$ cat src/inc/hmi_regs.svh
// constants for the hardware monitor interrupt logic
`ifndef HMI_REGS_SVH
`define HMI_REGS_SVH
// ************
// bit positions
// ************
`define HMI_CFG1_START 0
`define HMI_CFG1_INT_EN 1
`define HMI_CFG1_THERMAL_ALARM_N_EN 2
`define HMI_CFG1_INT_CLR 3
`define HMI_CFG1_RST_GO 4
`define HMI_CFG1_THERMAL_ALARM_N_CLR 6
`define HMI_CFG2_TEMP_MASK 0
`define HMI_CFG2_ACPI 3
`define HMI_CFG2_REQ3_EN 6
`define HMI_CFG2_REQ4_EN 7
`define HMI_CHM_REQ_MODE 7
`define HMI_CHM_REQ_EN_LO 4
`define HMI_MSK2_RST_EN 7
`define HMI_ST2_THERMAL_ALARM_N_BIT 5
// ************
// values and timing
// ************
`define HMI_FAN_FULL 8'hFF
`define HMI_TRIP_CONSEC 2'h3
`define HMI_HYST_DEG 8'h05
`define HMI_RST_PULSE_MS 20
`define HMI_CLK_HZ 25000000
`define HMI_RST_PULSE_CYC ((`HMI_RST_PULSE_MS * (`HMI_CLK_HZ / 1000)))
`endif

$ cat src/inc/hmi_pkg.sv
// types for the hardware monitor interrupt logic
package hmi_pkg;
  typedef enum logic [1:0] {
    HMI_PULSE_IDLE = 2'b01,
    HMI_PULSE_LOW = 2'b10
  } hmi_pulse_st_t;
endpackage

$ cat src/hdl/hmi_trip.sv
// hardware trip filter for one sensor: three-in-a-row assert and release
`timescale 1ns/100ps
`include "hmi_regs.svh"
module hmi_trip #(
  parameter int W = 8
) (
  input wire logic clk_i,
  input wire logic rst_n_i,
  input wire logic soft_rst_i,
  input wire logic cmp_i,
  input wire logic [W-1:0] temp_i,
  input wire logic [W-1:0] limit_i,
  input wire logic clear_i,
  output logic trip_o
);
  logic [1:0] over_cnt_r;
  logic [1:0] under_cnt_r;
  logic trip_r;
  wire over = temp_i > limit_i;
  // 5 degree hysteresis, guarded against a limit below 5
  wire [W:0] rel_lvl = {1'b0, limit_i} - {{(W-7){1'b0}}, `HMI_HYST_DEG};
  wire under = !rel_lvl[W] && ({1'b0, temp_i} <= rel_lvl);
  always_ff @(posedge clk_i or negedge rst_n_i) begin
    if (!rst_n_i) begin
      over_cnt_r <= 2'h0;
      under_cnt_r <= 2'h0;
      trip_r <= 1'b0;
    end else if (soft_rst_i || clear_i) begin
      over_cnt_r <= 2'h0;
      under_cnt_r <= 2'h0;
      trip_r <= 1'b0;
    end else if (cmp_i) begin
      over_cnt_r <= over ? ((over_cnt_r == `HMI_TRIP_CONSEC) ? over_cnt_r : over_cnt_r + 2'h1) : 2'h0;
      under_cnt_r <= under ? ((under_cnt_r == `HMI_TRIP_CONSEC) ? under_cnt_r : under_cnt_r + 2'h1) : 2'h0;
      if (over && over_cnt_r == `HMI_TRIP_CONSEC - 2'h1) begin
        trip_r <= 1'b1;
      end else if (under && under_cnt_r == `HMI_TRIP_CONSEC - 2'h1) begin
        trip_r <= 1'b0;
      end
    end
  end
  assign trip_o = trip_r;
endmodule // hmi_trip

$ cat src/hdl/hmi_top.sv
// interrupt and thermal alarm logic of a hardware monitor
//
// How it works
// - a set mask bit blocks its status bit from the interrupt
// - unmasked status bits are OR'd onto the active-low interrupt
// - interrupt only drives while enable is one and clear is zero
// - channel mode bit 7 turns volt-id inputs into request inputs
// - requests are unlatched levels; 0-2 active low, 3-4 active high
// - each request has an enable: mode bits 4-6, config2 bits 6-7
// - reading a status register returns it then clears it
// - interrupt clear bit drops the output, status kept
// - mirror registers copy every status update, never cleared by reads
// - in default mode, temperature over high or hardware trip raises interrupt
// - temperature interrupt re-raised only on a new crossing or a high/low limit change
// - external low on thermal alarm pin sets status2 bit 5
// - config1 bit 2 enables alarm; config2 bit 3 picks ACPI mode
// - config2 bit 0 masks temperature from the interrupt and, outside ACPI mode, clears trip errors
// - external low on thermal alarm forces fan code to FFh
// - default mode alarm follows high limit, released by read, clear, low limit
// - read-cleared alarm returns next compare; bit 6 holds it off
// - three trip-limit exceedances assert alarm and force FFh
// - trip errors survive reads; cleared by config2 bit 0 outside ACPI mode, or hysteresis
// - ACPI mode alarm follows only trip limits, forcing FFh
// - config1 bit 4 gives 20 ms reset pulse if mask2 bit 7 set
// - reset pin low reloads defaulted registers, not values or limits
`timescale 1ns/100ps
`include "hmi_regs.svh"
module hmi_top
  import hmi_pkg::*;
#(
  parameter int NSTAT = 16,
  parameter int NTEMP = 2,
  parameter int TW = 8,
  parameter int RST_CYC = `HMI_RST_PULSE_CYC
) (
  input wire logic clk_i,
  input wire logic rst_n_i,
  input wire logic [7:0] cfg1_i,
  input wire logic cfg1_we_i,
  input wire logic [7:0] cfg2_i,
  input wire logic [7:0] chan_mode_i,
  input wire logic [NSTAT-1:0] int_mask_i,
  input wire logic rst_pulse_en_i,
  input wire logic [NSTAT-1:0] meas_upd_i,
  input wire logic [NSTAT-1:0] meas_oor_i,
  input wire logic [NTEMP-1:0] temp_cmp_i,
  input wire logic [NTEMP*TW-1:0] temp_i,
  input wire logic [NTEMP*TW-1:0] temp_high_i,
  input wire logic [NTEMP*TW-1:0] temp_low_i,
  input wire logic [NTEMP*TW-1:0] trip_lim_i,
  input wire logic [NTEMP*TW-1:0] fixed_trip_i,
  input wire logic [1:0] stat_rd_i,
  input wire logic [4:0] volt_id_i,
  input wire logic thermal_alarm_n_i,
  input wire logic ext_rst_n_i,
  input wire logic [7:0] fan_code_i,
  output logic [NSTAT-1:0] int_stat_o,
  output logic [NSTAT-1:0] int_mirror_o,
  output logic [NTEMP-1:0] trip_err_o,
  output logic [4:0] ext_req_o,
  output logic int_oe_o,
  output logic thermal_alarm_n_oe_o,
  output logic reset_oe_o,
  output logic rst_go_done_o,
  output logic soft_rst_o,
  output logic [7:0] fan_code_o
);
  localparam int HALF = NSTAT / 2;
  localparam int THERMAL_ALARM_N_IDX = HALF + `HMI_ST2_THERMAL_ALARM_N_BIT;
  localparam logic [24:0] RST_LAST = 25'(RST_CYC - 1);
  // ************
  // reset pin input
  // ************
  logic ext_rst_r;
  logic soft_rst_r;
  // reset pin reloads control state; values and limits live outside
  wire soft_rst = !ext_rst_n_i && !reset_oe_o;
  always_ff @(posedge clk_i or negedge rst_n_i) begin
    if (!rst_n_i) begin
      ext_rst_r <= 1'b0;
      soft_rst_r <= 1'b0;
    end else begin
      ext_rst_r <= soft_rst;
      soft_rst_r <= soft_rst && !ext_rst_r;
    end
  end
  // ************
  // decode of control bits
  // ************
  wire int_en = cfg1_i[`HMI_CFG1_INT_EN];
  wire int_clr = cfg1_i[`HMI_CFG1_INT_CLR];
  wire thermal_alarm_n_en = cfg1_i[`HMI_CFG1_THERMAL_ALARM_N_EN];
  wire thermal_alarm_n_clr = cfg1_i[`HMI_CFG1_THERMAL_ALARM_N_CLR];
  wire temp_mask = cfg2_i[`HMI_CFG2_TEMP_MASK];
  wire acpi = cfg2_i[`HMI_CFG2_ACPI];
  wire req_mode = chan_mode_i[`HMI_CHM_REQ_MODE];
  wire [4:0] req_en = {cfg2_i[`HMI_CFG2_REQ4_EN], cfg2_i[`HMI_CFG2_REQ3_EN],
                       chan_mode_i[`HMI_CHM_REQ_EN_LO+2:`HMI_CHM_REQ_EN_LO]};
  wire [4:0] req_act = {volt_id_i[4:3], ~volt_id_i[2:0]};
  wire [4:0] ext_req = req_act & req_en & {5{req_mode}};
  wire ext_thermal_alarm_n = !thermal_alarm_n_i && !thermal_alarm_n_oe_o;
  // ************
  // per-sensor temperature tracking
  // ************
  logic [NTEMP-1:0] trip_w;
  logic [NTEMP-1:0] hi_w;
  logic [NTEMP-1:0] lo_w;
  logic [NTEMP-1:0] side_hi_r;
  logic [NTEMP-1:0] side_lo_r;
  logic [NTEMP-1:0] new_hi_w;
  logic [NTEMP-1:0] new_lo_w;
  logic [NTEMP*TW-1:0] hi_last_r;
  logic [NTEMP*TW-1:0] lo_last_r;
  logic [NTEMP-1:0] trip_hi_w;
  logic [NTEMP-1:0] side_trip_r;
  logic [NTEMP-1:0] new_trip_w;
  wire trip_clr = cfg2_i[`HMI_CFG2_TEMP_MASK] && !acpi;
  genvar g;
  generate
    for (g = 0; g < NTEMP; g = g + 1) begin : g_temp
      wire [TW-1:0] t = temp_i[g*TW +: TW];
      wire [TW-1:0] hl = temp_high_i[g*TW +: TW];
      wire [TW-1:0] ll = temp_low_i[g*TW +: TW];
      wire [TW-1:0] tl = trip_lim_i[g*TW +: TW];
      wire [TW-1:0] fl = fixed_trip_i[g*TW +: TW];
      // lower of the programmable and fixed trip wins
      wire [TW-1:0] eff = (tl < fl) ? tl : fl;
      assign hi_w[g] = t > hl;
      assign lo_w[g] = t < ll;
      // a repeat on the same side only raises after a limit change
      assign new_hi_w[g] = hi_w[g] && (!side_hi_r[g] || hl != hi_last_r[g*TW +: TW]);
      assign new_lo_w[g] = lo_w[g] && (!side_lo_r[g] || ll != lo_last_r[g*TW +: TW]);
      // in default mode trip limits reach the interrupt at once, unfiltered, once per crossing
      assign trip_hi_w[g] = t > eff;
      assign new_trip_w[g] = trip_hi_w[g] && !side_trip_r[g];
      always_ff @(posedge clk_i or negedge rst_n_i) begin
        if (!rst_n_i) begin
          side_hi_r[g] <= 1'b0;
          side_lo_r[g] <= 1'b0;
          side_trip_r[g] <= 1'b0;
          hi_last_r[g*TW +: TW] <= '0;
          lo_last_r[g*TW +: TW] <= '0;
        end else if (temp_cmp_i[g]) begin
          side_hi_r[g] <= hi_w[g];
          side_lo_r[g] <= lo_w[g];
          side_trip_r[g] <= trip_hi_w[g];
          hi_last_r[g*TW +: TW] <= hl;
          lo_last_r[g*TW +: TW] <= ll;
        end
      end
      hmi_trip #(
        .W(TW)
      ) u_trip (
        .clk_i(clk_i),
        .rst_n_i(rst_n_i),
        .soft_rst_i(soft_rst_r),
        .cmp_i(temp_cmp_i[g]),
        .temp_i(t),
        .limit_i(eff),
        .clear_i(trip_clr),
        .trip_o(trip_w[g])
      );
    end
  endgenerate
  wire any_trip = |trip_w;
  wire temp_evt = |(temp_cmp_i & (new_hi_w | new_lo_w | new_trip_w));
  wire any_hi_cmp = |(temp_cmp_i & hi_w);
  wire any_lo_cmp = |(temp_cmp_i & lo_w);
  // ************
  // status, mirror, interrupt
  // ************
  logic [NSTAT-1:0] stat_nxt;
  logic [NSTAT-1:0] mirror_nxt;
  logic [NSTAT-1:0] set_w;
  wire [NSTAT-1:0] rd_clr = {{HALF{stat_rd_i[1]}}, {(NSTAT-HALF){stat_rd_i[0]}}};
  always_comb begin
    set_w = meas_upd_i & meas_oor_i;
    set_w[THERMAL_ALARM_N_IDX] = set_w[THERMAL_ALARM_N_IDX] | ext_thermal_alarm_n | (!acpi && temp_evt);
    // read clears, but a same-cycle set wins
    stat_nxt = (int_stat_o & ~rd_clr) | set_w;
    // mirror tracks every update and ignores reads
    mirror_nxt = (int_mirror_o & ~meas_upd_i) | set_w;
  end
  wire [NSTAT-1:0] temp_bit = {{(NSTAT-1-THERMAL_ALARM_N_IDX){1'b0}}, 1'b1, {THERMAL_ALARM_N_IDX{1'b0}}};
  wire [NSTAT-1:0] eff_mask = int_mask_i | (temp_mask ? temp_bit : '0);
  wire any_src = |(stat_nxt & ~eff_mask) | (|ext_req);
  wire int_drive = any_src && int_en && !int_clr;
  // ************
  // thermal alarm, default and ACPI modes
  // ************
  logic sw_alarm_r;
  logic sw_alarm_nxt;
  always_comb begin
    sw_alarm_nxt = sw_alarm_r;
    if (any_hi_cmp) begin
      sw_alarm_nxt = 1'b1;
    end else if (any_lo_cmp) begin
      sw_alarm_nxt = 1'b0;
    end
    if (stat_rd_i[1] && !any_hi_cmp) begin
      sw_alarm_nxt = 1'b0;
    end
    if (thermal_alarm_n_clr || acpi) begin
      sw_alarm_nxt = 1'b0;
    end
  end
  // default mode: software limits plus trips; ACPI: trips only
  wire alarm_drive = thermal_alarm_n_en && (any_trip || (!acpi && sw_alarm_nxt));
  wire fan_force = any_trip || ext_thermal_alarm_n;
  // ************
  // reset pulse generator
  // ************
  hmi_pulse_st_t pst_r;
  hmi_pulse_st_t pst_nxt;
  logic [24:0] pcnt_r;
  wire go = cfg1_i[`HMI_CFG1_RST_GO] && rst_pulse_en_i && cfg1_we_i;
  wire pdone = (pcnt_r == RST_LAST);
  always_comb begin
    pst_nxt = pst_r;
    unique case (pst_r)
      HMI_PULSE_IDLE: begin
        if (go) begin
          pst_nxt = HMI_PULSE_LOW;
        end
      end
      HMI_PULSE_LOW: begin
        if (pdone) begin
          pst_nxt = HMI_PULSE_IDLE;
        end
      end
      default: pst_nxt = HMI_PULSE_IDLE;
    endcase
  end
  // ************
  // registers
  // ************
  always_ff @(posedge clk_i or negedge rst_n_i) begin
    if (!rst_n_i) begin
      int_stat_o <= '0;
      int_mirror_o <= '0;
      sw_alarm_r <= 1'b0;
      pst_r <= HMI_PULSE_IDLE;
      pcnt_r <= 25'h0;
    end else if (soft_rst_r) begin
      int_stat_o <= '0;
      int_mirror_o <= '0;
      sw_alarm_r <= 1'b0;
      pst_r <= HMI_PULSE_IDLE;
      pcnt_r <= 25'h0;
    end else begin
      int_stat_o <= stat_nxt;
      int_mirror_o <= mirror_nxt;
      sw_alarm_r <= sw_alarm_nxt;
      pst_r <= pst_nxt;
      pcnt_r <= (pst_r == HMI_PULSE_LOW && !pdone) ? pcnt_r + 25'h1 : 25'h0;
    end
  end
  always_ff @(posedge clk_i or negedge rst_n_i) begin
    if (!rst_n_i) begin
      int_oe_o <= 1'b0;
      thermal_alarm_n_oe_o <= 1'b0;
      reset_oe_o <= 1'b0;
      rst_go_done_o <= 1'b0;
      soft_rst_o <= 1'b0;
      fan_code_o <= `HMI_FAN_FULL;
      ext_req_o <= 5'h00;
      trip_err_o <= '0;
    end else begin
      int_oe_o <= int_drive && !soft_rst_r;
      thermal_alarm_n_oe_o <= alarm_drive && !soft_rst_r;
      reset_oe_o <= (pst_nxt == HMI_PULSE_LOW);
      // self-clear strobe for config1 bit 4 once the pulse ends
      rst_go_done_o <= (pst_r == HMI_PULSE_LOW) && pdone;
      soft_rst_o <= soft_rst_r;
      fan_code_o <= fan_force ? `HMI_FAN_FULL : fan_code_i;
      ext_req_o <= ext_req;
      trip_err_o <= trip_w;
    end
  end
endmodule // hmi_top

$ cat config.mk
export PLATFORM = sky130hd
export DESIGN_NAME = hmi_top
export DESIGN_NICKNAME = d
export VERILOG_FILES = /design/src/inc/hmi_pkg.sv /design/src/hdl/hmi_trip.sv /design/src/hdl/hmi_top.sv
export VERILOG_INCLUDE_DIRS = /design/src /design/src/inc
export SDC_FILE = /design/constraint.sdc
export NUM_CORES = 1
export LEC_CHECK = 0
export ABC_AREA = 1
export BUFFER_PORTS_ARGS = -buffer_cell sky130_fd_sc_hd__buf_2
export CORE_UTILIZATION = 30
export DETAILED_ROUTE_END_ITERATION = 8
export PLACE_DENSITY = 0.49
export SLEW_MARGIN = 15
export SYNTH_ARGS = -nofsm -noshare
export SYNTH_HDL_FRONTEND = slang
export SYNTH_SLANG_ARGS = --single-unit
$ cat constraint.sdc
create_clock -name clk_i -period 2.25 [get_ports clk_i]
set_clock_uncertainty 0.05 [all_clocks]
set_input_delay 0.225 -clock clk_i [delete_from_list [all_inputs] [get_ports clk_i]]
set_output_delay 0.225 -clock clk_i [all_outputs]
set_load 0.1 [all_outputs]
==> results of run 1 <==
==> registers in the layout, indices dropped and copies added (netlist names), 2 cells and up <==
signal                     flops
hi_last_r                     16
g_temp.u_trip.over_cnt_r       4
int_stat_o                    16
trip_err_o                     2
ext_req_o                      5
lo_last_r                     16
fan_code_o                     8
g_temp.u_trip.trip_o           2
pcnt_r                        25
side_trip_r                    2
pst_r                          2
side_lo_r                      2
g_temp.u_trip.under_cnt_r      4
int_mirror_o                  16
side_hi_r                      2
==> power groups by stage <==
| stage | clock, W | combinational [W] | sequential [W] |
|---|---|---|---|
| final | 0.00314 | 0.00286 | 0.00268 |
| after global routing | 0.00332 | 0.00316 | 0.00270 |
| after CTS | 0.00321 | 0.00273 | 0.00268 |
| after detailed placement | 0 | 0.00249 | 0.00271 |
| after global placement | 0 | 0.00248 | 0.00271 |
| after floorplan | 0 | 0.00104 | 0.00333 |
==> layout make-up <==
cell class / count / area (um^2) / area share, %
clock inverters: 15 / 239.0 / 1.883
repair buffers: 393 / 2649 / 20.87
well taps: 341 / 426.7 / 3.362
inverters: 164 / 645.6 / 5.088
flip-flops and latches: 130 / 3264 / 25.72
multi-input cells: 725 / 5040 / 39.72
clock buffers: 17 / 425.4 / 3.352
==> timing repair <==
action                                 4_1_cts  5_1_grt
gates cloned                                 1        0
hold buffers                                32        1
endpoints found under the hold margin       64        1
setup buffers                               14       16
pin swaps                                   45       41
setup endpoints to repair                   16       41
gates resized for setup                     83       87
==> cell families (layout without fill, tap and decap cells) <==
| kind of cell | count (synthesis) | after routing | share of synthesized area [%] |
|---|---|---|---|
| flops | 130 | 130 | 39.81 |
| fa+ha+maj | 84 | 84 | 12.82 |
| xor+xnor | 21 | 21 | 2.243 |
| simple gates | 411 | 412 | 22.30 |
| compound gates | 208 | 208 | 14.41 |
| buf+inv | 180 | 589 | 8.423 |
==> placed cells by master (no fill, tap or decap), types with 17 or more instances in the layout <==
cell type	synthesis	final
dfrtp_1	121	121
buf_6	1	19
a21oi_1	84	72
buf_4	2	135
ha_1	84	64
nor2_1	77	65
o21ai_0	61	44
buf_2	0	201
clkbuf_16	0	17
dlygate4sd3_1	0	33
nand2_1	228	187
nand3_1	30	23
ha_4	0	19
inv_1	161	142
nand2_2	6	37
==> cell usage after synthesis, types with 7 or more instances <==
cell type  instances  area share [%]
a21boi_0           9            0.82
o21ai_1            7            0.43
nor2_1            77             3.5
o22ai_1           13            0.99
o21ai_0           61             3.7
nor2_2             8            0.61
nor4_1            11            0.84
a21oi_1           84             5.1
ha_1              84              13
dfstp_2            9             2.9
nor3_1            15            0.92
xor2_1             9            0.96
nand2_1          228              10
nand3_1           30             1.8
nand4_1           15             1.1
dfrtp_1          121              37
inv_1            161             7.4
xnor2_1           12             1.3
clkbuf_1          12            0.55
==> tightest hold or removal path: cells and delay by family <==
kind	cells	cell delay (ns)
compound gates	1	0.06
buf+inv	1	0.12
simple gates	1	0.05
==> routing by layer <==
layer	wire [um]	track usage, %
met1	11280	22.61
met2	11270	29.09
met3	927	3.498
met4	259	3.989
met5	10	0
==> path summary, 6_finish.rpt <==
kind | cells past startpoint | end | startpoint | slack, ns
worst max-delay path | 24 | g_temp[0].u_trip.under_cnt_r[0]$_DFFE_PN0P_ | fixed_trip_i[7] | -0.54
worst min-delay path | 3 | hi_last_r[8]$_DFFE_PN0P_ | temp_high_i[8] | 0.02
worst max register to register | 15 | pcnt_r[24]$_DFF_PN0_ | pcnt_r[0]$_DFF_PN0_ | 0.03
worst min register to register | 1 | soft_rst_r$_DFF_PN0_ | ext_rst_r$_DFF_PN0_ | 0.35
max in group asynchronous | 3 | pst_r[0]$_DFF_PN1_ | rst_n_i | 1.27
min in group asynchronous | 2 | ext_req_o[4]$_DFF_PN0_ | rst_n_i | 0.22
==> stage by stage <==
stage                     hold slack, ns  worst slack, ns  cell area [um^2]  TNS (ns)  power [W]
after floorplan                  -0.1206          -0.7515              8448    -5.927   0.004368
after global placement            0.1132           -1.073             10770    -12.81   0.005187
after detailed placement          0.1114           -1.110             10770    -13.27   0.005209
after CTS                      0.0006800          -0.4599             12230    -4.529   0.008612
after global routing             0.01201          -0.7241             12690    -8.167   0.009186
final                            0.01873          -0.5419             12690    -5.040   0.008677
==> results.json, run 1 <==
{
  "outcome": "finished with violations",
  "violations": "negative setup slack",
  "cts_max_level": 4,
  "ant_nets": 0,
  "clockPowerShare_pct": 36.2,
  "gp_congestion": 0.7830,
  "drc": 0,
  "ios": 227,
  "synth_nets": 1293,
  "min_period_ns": 2.792,
  "syn-instance-count": 1034,
  "critPathTopFamily": "compound AO/OA/AOI/OAI gates",
  "vias_per_cell": 4.561,
  "grt_pass1_wl_um": 38810,
  "first_pass_iters": 4,
  "vias": 8142,
  "worst_setup_path_start_kind": "primary input",
  "antenna_found_initial": 1,
  "track_usage_pct": 17.25,
  "synth_edf_count": 0,
  "tightest_slew_ns": 0.5183,
  "cp.required_ns": 2.50,
  "setup-violations-final": 15,
  "cts_tree": "done",
  "fmax_mhz": 358.2,
  "stdcell_count": 1785,
  "critical_path_buf_inv_count": 3,
  "dieHeight_um": 167.3,
  "rsz0062_at_grt": "true",
  "die_width_um": 167.3,
  "grt_pass1_vias": 8071,
  "detail_route.wirelength_um": 23750,
  "fillCellCount": 2663,
  "layout-drive-gt1-share_pct": 39.61,
  "maxSlewHeadroom_pct": 65.68,
  "powerDensity_nw_per_um2": 683.8,
  "cts_root_buffer": "clkbuf_16",
  "synth_flop_cell": "dfrtp_1",
  "synth-seq-cells": 130,
  "switching_share_pct": 34.47,
  "nets": 1690,
  "power_frac_seq_pct": 30.9,
  "critPathKind": "in2reg",
  "grt_remaining_overflow": 0,
  "cpMaxStageDelayCell": "ha_1",
  "wl_per_cell_um": 13.30,
  "syn2layout_area_growth_pct": 54.77,
  "slew_violations": 0,
  "syn-cell-area_um2": 8199,
  "p_comb_share_pct": 32.9,
  "clkTransAtPathRegs_ns": 0.06,
  "initial_core_util_pct": 30.51,
  "dp_hpwl_um": 18370,
  "synth_area_per_cell_um2": 7.930,
  "hp-class": "in2reg",
  "synth_cell_types": 50,
  "placedCellCount": 1690,
  "p_sw_w": 0.002991,
  "clk_path_buf_depth": 2,
  "clkSinkCount": 130,
  "path_max_fanout": 6,
  "final_util_pct": 47.22,
  "insertion_delay_ns": 0.42,
  "leakage_nw": 6.456,
  "max_stage_delay_ns": 0.30,
  "synth.yosys.seq_area_share_pct": 39.81,
  "crit_chain": "buf_6 > inv_4 > ha_4 > a21oi_2 > o21a_1 > nand2_4 > nand2_2 > o21ai_2 > nand2_2 > nand2_2 > nand2_4 > inv_2 > nor2_4 > nor2_2 > ha_1 > nand4_1 > o221a_2 > o21ai_2 > a21oi_1 > or2_4 > nand2_4 > o21ai_4 > a31oi_1 > a21oi_1",
  "endpoint_kind": "register",
  "fin_crit_sh_pct": 124.1,
  "yosysWarnings": 0,
  "grt_max_degree": 48,
  "core_um2": 26880,
  "port_buffers": 215,
  "hold_viol_final": 0,
  "cts_made_buffers": 17,
  "setup_slack_ns": -0.5419,
  "drv_cap": 0,
  "die_area_um2": 28000,
  "drt_iter0_markers": 259,
  "async_flop_share_pct": 100.0,
  "row_count": 60,
  "cp.arrival_ns": 3.05,
  "p_int_w": 0.005686,
  "peakVddDrop_v": 0.0003835,
  "antennaDiodeCount": 0
}
No activity file was read; power rests on OpenSTA's default activity.
==> inputs of run 2 (changes only) <==
--- a/config.mk
+++ b/config.mk
@@ -10,8 +10,9 @@
 export BUFFER_PORTS_ARGS = -buffer_cell sky130_fd_sc_hd__buf_2
 export CORE_UTILIZATION = 30
 export DETAILED_ROUTE_END_ITERATION = 8
-export PLACE_DENSITY = 0.49
+export PLACE_DENSITY = 0.48
 export SLEW_MARGIN = 15
 export SYNTH_ARGS = -nofsm -noshare
 export SYNTH_HDL_FRONTEND = slang
+export SYNTH_HIERARCHICAL = 1
 export SYNTH_SLANG_ARGS = --single-unit
==> run 2 against run 1 <==
  * The run still ends with negative setup slack left
  * Critical endpoint is now g_temp[0].u_trip/under_cnt_r[1]$_DFFE_PN0P_
  * Non-clock buffer count is 20 lower
  * Count of clock-buffer cells in the layout is the same
  * Largest power group unchanged
  * Clock power up 2%
  * Critical path depth up 2
  * Sequential share of layout area is 0.33 points lower
  * Sequential power about the same
==> results.json, run 2 <==
{
  "outcome": "finished with violations",
  "violations": "negative setup slack",
  "clockPowerShare_pct": 36.0,
  "cts_tree": "done",
  "synth_top_area_share_pct": 34.18,
  "cts_max_level": 4,
  "r2r_end": "pcnt_r[21]$_DFF_PN0_",
  "preCtsSetupSlack_ns": -1.392,
  "largest_reg_flops": 25,
  "port_buffers": 215,
  "layout-drive-gt1-share_pct": 30.56,
  "synth_top_cell_by_area": "dfrtp_1",
  "power_frac_seq_pct": 30.3,
  "die_area_um2": 30220,
  "vias_per_cell": 4.356,
  "max_stage_delay_ns": 0.27,
  "drv_cap": 0,
  "fmax_mhz": 322.8,
  "seqCellArea_um2": 3264,
  "worstHoldPathCells": 3,
  "antenna_found_initial": 0,
  "worst_setup_path_start_kind": "primary input",
  "p_sw_w": 0.003206,
  "track_usage_pct": 17.21,
  "nets": 1844,
  "vias": 8543,
  "final_util_pct": 44.54,
  "path_max_fanout": 4,
  "clkSinkCount": 130,
  "drc": 0,
  "gp_congestion": 0.8287,
  "critPathKind": "in2reg",
  "critPathMostFrequentCell": "nand2_1",
  "crit_cells": 26,
  "grt_max_degree": 48,
  "drt_iter0_markers": 253,
  "cts_root_buffer": "clkbuf_16",
  "synth.yosys.seq_area_share_pct": 36.85,
  "synth_flop_cell": "dfrtp_1",
  "insertion_delay_ns": 0.42,
  "syn-instance-count": 1185,
  "layout_commonest_cell": "nand2_1",
  "peakVddDrop_v": 0.0004933,
  "multi_input_area_um2": 5179,
  "setup_slack_ns": -0.8482,
  "cp.required_ns": 2.56,
  "placed_area_um2": 11130,
  "synth_nets": 1465,
  "antennaDiodeCount": 0,
  "dp_hpwl_um": 19660,
  "first_pass_iters": 5,
  "clk_path_buf_depth": 2,
  "rsz0062_at_grt": "true",
  "synth_most_common_cell": "nand2_1",
  "maxSlewHeadroom_pct": 65.48,
  "grt_pass1_wl_um": 42100,
  "p_comb_share_pct": 33.7,
  "row_count": 62,
  "critical_path_buf_inv_count": 4,
  "synth_cell_types": 41,
  "top_register": "pcnt_r",
  "wl_per_cell_um": 13.00,
  "ios": 227,
  "fillCellCount": 2929,
  "syn-cell-area_um2": 8860,
  "async_flop_share_pct": 100.0,
  "ant_nets": 0,
  "setup-violations-final": 14,
  "critPathTopFamily": "simple AND/OR/NAND/NOR gates",
  "tightest_slew_ns": 0.5139,
  "cts_made_buffers": 17,
  "switching_share_pct": 36.16,
  "initial_core_util_pct": 30.70,
  "hp-class": "in2reg",
  "grt_pass1_vias": 8586,
  "hold_viol_final": 0,
  "reg2reg_from": "pcnt_r[0]$_DFF_PN0_",
  "clkTransAtPathRegs_ns": 0.07,
  "cp.arrival_ns": 3.41,
  "synth_edf_count": 0,
  "layout_common_cells": "289 x nand2_1, 210 x buf_2, 174 x inv_1",
  "detail_route.wirelength_um": 25490,
  "ff2ff_setup_slack_ns": 0.19,
  "dieHeight_um": 173.9,
  "finalSetupTns_ns": -8.774,
  "endpoint_kind": "register",
  "die_width_um": 173.9,
  "grt_remaining_overflow": 0,
  "core_um2": 28860,
  "yosysWarnings": 6,
  "synth_area_per_cell_um2": 7.477,
  "syn2layout_area_growth_pct": 45.06,
  "crit_path_end": "g_temp[0].u_trip/under_cnt_r[1]$_DFFE_PN0P_",
  "cpMaxStageDelayCell": "ha_1",
  "powerDensity_nw_per_um2": 689.9,
  "min_period_ns": 3.098,
  "fin_crit_sh_pct": 137.7,
  "synth-seq-cells": 130,
  "p_int_w": 0.005660,
  "slew_violations": 0,
  "crit_start": "fixed_trip_i[1]",
  "reg2reg_depth": 10,
  "netlist_top_cells_area": "dfrtp_1 34%, ha_1 15%, nand2_1 13%, inv_1 8.0%, nor2_1 5.0%",
  "finalInstanceArea_um2": 12850,
  "leakage_nw": 6.885,
  "synth_top_cells_by_count": "303 x nand2_1, 190 x inv_1, 121 x dfrtp_1"
}
==> run 2: cell types whose count changed after synthesis, moves of 5 or more <==
| cell | previous run | this run |
|---|---|---|
| o21ai_0 | 61 | 68 |
| nand3_2 | 6 | 1 |
| o22ai_1 | 13 | 4 |
| nor4_1 | 11 | 4 |
| inv_2 | 2 | 12 |
| nand3_1 | 30 | 38 |
| nand2_1 | 228 | 303 |
| a21oi_1 | 84 | 69 |
| ha_1 | 84 | 105 |
| inv_1 | 161 | 190 |
| a31oi_1 | 5 | 0 |
| nor2_1 | 77 | 119 |
| a221oi_1 | 6 | 0 |
| xor2_1 | 9 | 18 |
==> run 2: final cells by class <==
class                   instances  share of cell area [%]
clock inverters                15                   1.889
repair buffers                373                   19.28
multi-input cells             840                   40.29
well taps                     384                   3.738
flip-flops and latches        130                   25.40
inverters                     202                   6.094
clock buffers                  17                   3.310
==> run 2: timing repair <==
action,in CTS,in global routing
cloned,2,0
gates resized for setup,70,38
hold buffers,55,0
endpoints found under the hold margin,84,0
endpoints found under the setup margin,15,16
pin swaps,34,23
setup buffers,11,7
==> run 2: through the flow <==
stage / hold slack (ns) / std cells / total power (W)
after floorplan: -0.1206 / 1185 / 0.004511
after global routing: 0.01374 / 1961 / 0.009424
after global placement: 0.1382 / 1855 / 0.005366
final: 0.02721 / 1961 / 0.008867
after CTS: 0.001650 / 1954 / 0.008905
after detailed placement: 0.1415 / 1855 / 0.005387
==> run 2: tightest hold or removal path, cell delays in order <==
cell and delay, ns:
buf_2 0.12, nand2_1 0.05, o21ai_0 0.06
==> run 2: power groups by stage <==
stage / registers [W] / logic [W] / clock network, W
finish: 0.00269 / 0.00299 / 0.00319
global route: 0.00272 / 0.00333 / 0.00338
CTS: 0.00269 / 0.00292 / 0.00330
detailed placement: 0.00272 / 0.00266 / 0
global placement: 0.00273 / 0.00264 / 0
floorplan: 0.00334 / 0.00117 / 0
==> run 2: worst min-delay path by stage <==
stage | startpoint | endpoint | slack (ns)
final | temp_high_i[8] | hi_last_r[8]$_DFFE_PN0P_ | 0.03
after floorplan | rst_n_i | ext_req_o[0]$_DFF_PN0_ | -0.12
after global routing | temp_high_i[0] | hi_last_r[0]$_DFFE_PN0P_ | 0.01
after global placement | rst_n_i | rst_go_done_o$_DFF_PN0_ | 0.14
after CTS | chan_mode_i[7] | ext_req_o[4]$_DFF_PN0_ | 0.002
after detailed placement | rst_n_i | rst_go_done_o$_DFF_PN0_ | 0.14
==> run 2: layer usage <==
metal	part of all wire (%)	track usage (%)
met1	48	22.41
met2	49	29.90
met3	2.8	2.566
met4	0.95	3.874
met5	0	0
==> run 2: logic make-up after synthesis <==
| logic type | count (synthesis) | synth area share (%) |
|---|---|---|
| adder cells (fa/ha/maj) | 105 | 14.83 |
| XOR/XNOR | 26 | 2.570 |
| AND/OR/NAND/NOR | 526 | 25.08 |
| AO/OA/AOI/OAI | 182 | 11.41 |
| buffers and inverters | 216 | 9.264 |
| flip-flops | 130 | 36.85 |
==> inputs of run 3 (changes only) <==
--- a/config.mk
+++ b/config.mk
@@ -6,7 +6,6 @@
 export SDC_FILE = /design/constraint.sdc
 export NUM_CORES = 1
 export LEC_CHECK = 0
-export ABC_AREA = 1
 export BUFFER_PORTS_ARGS = -buffer_cell sky130_fd_sc_hd__buf_2
 export CORE_UTILIZATION = 30
 export DETAILED_ROUTE_END_ITERATION = 8
==> run 3 against run 2 <==
  * Critical path type unchanged
  * Total power shrank 3.7%
  * First-iteration DRC count decreased by 11%
  * Design area fell by 3.9%
  * Count of clock-buffer cells in the layout unchanged
  * Sequential cell count unchanged
  * Maximum frequency is 12% lower
  * Largest cell class unchanged
  * Area after synthesis down 1.6%
  * Clock power decreased by 8.5%
  * The run still ends with negative setup slack left
  * Wire length fell by 5.9%
  * Via count shrank 12%
==> results.json, run 3 <==
{
  "outcome": "finished with violations",
  "violations": "negative setup slack",
  "cts_root_buffer": "clkbuf_16",
  "dp_hpwl_um": 18860,
  "drt_iter0_markers": 224,
  "synth_top_cell_by_area": "dfrtp_1",
  "drc": 0,
  "synth_most_common_cell": "dfrtp_1",
  "finalInstanceArea_um2": 12350,
  "finalSetupTns_ns": -13.03,
  "insertion_delay_ns": 0.42,
  "layout_commonest_cell": "buf_2",
  "yosysWarnings": 6,
  "stdcell_count": 1632,
  "slew_violations": 0,
  "critPathKind": "in2reg",
  "fin_total_pwr_w": 0.008538,
  "grt_pass1_vias": 7318,
  "peakVddDrop_v": 0.0003607,
  "antenna_found_initial": 2,
  "synth-seq-cells": 130,
  "dieHeight_um": 172.5,
  "layout-drive-gt1-share_pct": 38.97,
  "clk_path_buf_depth": 2,
  "maxSlewHeadroom_pct": 50.95,
  "seqCellArea_um2": 3266,
  "final_util_pct": 43.14,
  "hp-class": "in2reg",
  "syn-instance-count": 882,
  "multi_input_area_um2": 5430,
  "port_buffers": 215,
  "netlist_top_cells_area": "dfrtp_1 35%, ha_1 15%, mux2_2 5.4%, xnor2_1 4.5%, inv_1 3.7%",
  "clkSinkCount": 130,
  "setup_slack_ns": -1.286,
  "leakage_nw": 6.021,
  "rsz0062_at_grt": "true",
  "fmax_mhz": 282.8,
  "synth_top_area_share_pct": 34.73,
  "first_pass_iters": 4,
  "vias": 7553,
  "wl_per_cell_um": 14.69,
  "fin_crit_sh_pct": 157.2,
  "synth_top_cells_by_count": "121 x dfrtp_1, 105 x ha_1, 85 x inv_1",
  "largest_reg_flops": 25,
  "powerDensity_nw_per_um2": 691.4,
  "crit_chain": "buf_6 > ha_4 > a21o_1 > a21o_1 > a211o_1 > a21oi_2 > o21ai_4 > mux2_4 > inv_4 > ha_4 > nor2b_4 > or4_4 > xnor2_2 > ha_1 > o21ai_2 > nor2_2 > o41ai_4 > nand2_1 > a2111oi_4",
  "vias_per_cell": 4.628,
  "die_area_um2": 29750,
  "clkTransAtPathRegs_ns": 0.07,
  "placedCellCount": 1565,
  "worst_setup_path_start_kind": "primary input",
  "initial_core_util_pct": 30.46,
  "cts_made_buffers": 17,
  "track_usage_pct": 16.01,
  "synth_nets": 1162,
  "grt_remaining_overflow": 0,
  "synth_edf_count": 0,
  "cp.required_ns": 2.52,
  "ant_nets": 0,
  "grt_pass1_wl_um": 36800,
  "layout_common_cells": "211 x buf_2, 120 x dfrtp_1, 102 x buf_4",
  "cts_max_level": 4,
  "cts_tree": "done",
  "endpoint_kind": "register",
  "core_um2": 28630,
  "setup-violations-final": 15,
  "min_period_ns": 3.536,
  "syn2layout_area_growth_pct": 41.63,
  "max_stage_delay_ns": 0.44,
  "hold_viol_final": 0,
  "nets": 1514,
  "synth.yosys.seq_area_share_pct": 37.44,
  "placed_area_um2": 11130,
  "grt_max_degree": 45,
  "path_max_fanout": 4,
  "drv_cap": 0,
  "fillCellCount": 2825,
  "synth_area_per_cell_um2": 9.886,
  "cpMaxStageDelayCell": "or4_4",
  "syn-cell-area_um2": 8720,
  "async_flop_share_pct": 100.0,
  "synth_flop_cell": "dfrtp_1",
  "critical_path_buf_inv_count": 2,
  "cp.arrival_ns": 3.80,
  "critPathTopFamily": "compound AO/OA/AOI/OAI gates",
  "detail_route.wirelength_um": 23980,
  "row_count": 62,
  "gp_congestion": 0.8247,
  "synth_cell_types": 66,
  "ios": 227,
  "die_width_um": 172.5,
  "tightest_slew_ns": 0.7280,
  "top_register": "pcnt_r"
}
run 3: layout make-up:
cell class / count / area share (%)
Sequential cell: 130 / 26.44
Clock buffer: 17 / 3.445
Inverter: 85 / 2.806
Clock inverter: 15 / 1.591
Multi-Input combinational cell: 655 / 43.97
Timing Repair Buffer: 345 / 17.83
Tap cell: 384 / 3.891
Antenna cell: 1 / 0.02026
run 3: path summary, 6_finish.rpt:
kind / cells after the start / end / start / slack, ns
min in group asynchronous: 2 / lo_last_r[11]$_DFFE_PN0P_ / rst_n_i / 0.27
max in group asynchronous: 3 / pst_r[0]$_DFF_PN1_ / rst_n_i / 1.22
worst max register to register: 8 / int_oe_o$_DFF_PN0_ / int_stat_o[4]$_DFF_PN0_ / 0.01
worst min register to register: 1 / soft_rst_r$_DFF_PN0_ / ext_rst_r$_DFF_PN0_ / 0.34
worst min-delay path: 3 / int_mirror_o[5]$_DFF_PN0_ / meas_upd_i[5] / 0.02
worst max-delay path: 19 / g_temp[1].u_trip/under_cnt_r[0]$_DFFE_PN0P_ / trip_lim_i[9] / -1.29
run 3: timing repair:
action,4_1_cts,5_1_grt
pin swaps,19,21
resized for setup,37,35
buffers inserted,12,7
hold buffers,15,0
endpoints found under the setup margin,15,15
gates cloned,1,0
hold endpoints to repair,50,0
run 3: power by group:
group	switching, W	internal [W]
clock	0.00114	0.00178
combinational	0.00178	0.00116
sequential	0.000126	0.00256
run 3: tightest hold or removal path, stage by stage:
cell and delay, ns:
buf_2 0.08, nand2b_1 0.09, a21oi_1 0.06
run 3: logic make-up (layout without fill, tap and decap cells):
| logic type | after synthesis | count (layout) | share of synthesized area [%] |
|---|---|---|---|
| multiplexers | 68 | 68 | 8.753 |
| AND/OR/NAND/NOR | 248 | 248 | 14.89 |
| XOR/XNOR | 68 | 68 | 6.830 |
| AO/OA/AOI/OAI | 165 | 166 | 12.60 |
| adder cells (fa/ha/maj) | 105 | 105 | 15.07 |
| buffers and inverters | 98 | 462 | 4.420 |
| flip-flops | 130 | 130 | 37.44 |
| other | 0 | 1 | 0 |
run 3: metrics by stage:
step | hold WS [ns] | setup WS [ns]
after floorplan | -0.1206 | -1.509
after global placement | 0.1342 | -1.748
after detailed placement | 0.1279 | -1.817
after CTS | 0.0003171 | -1.296
after global routing | 0.01114 | -1.447
final | 0.01917 | -1.286
run 3: per-layer routing:
layer / up-vias / GRT usage, % / share of wire (%)
met1: 3529 / 20.98 / 47
met5: - / 0 / 0.033
met2: 160 / 26.67 / 47
met3: 15 / 3.410 / 4.9
met4: 2 / 3.886 / 0.83
li1: 3847 / - / -
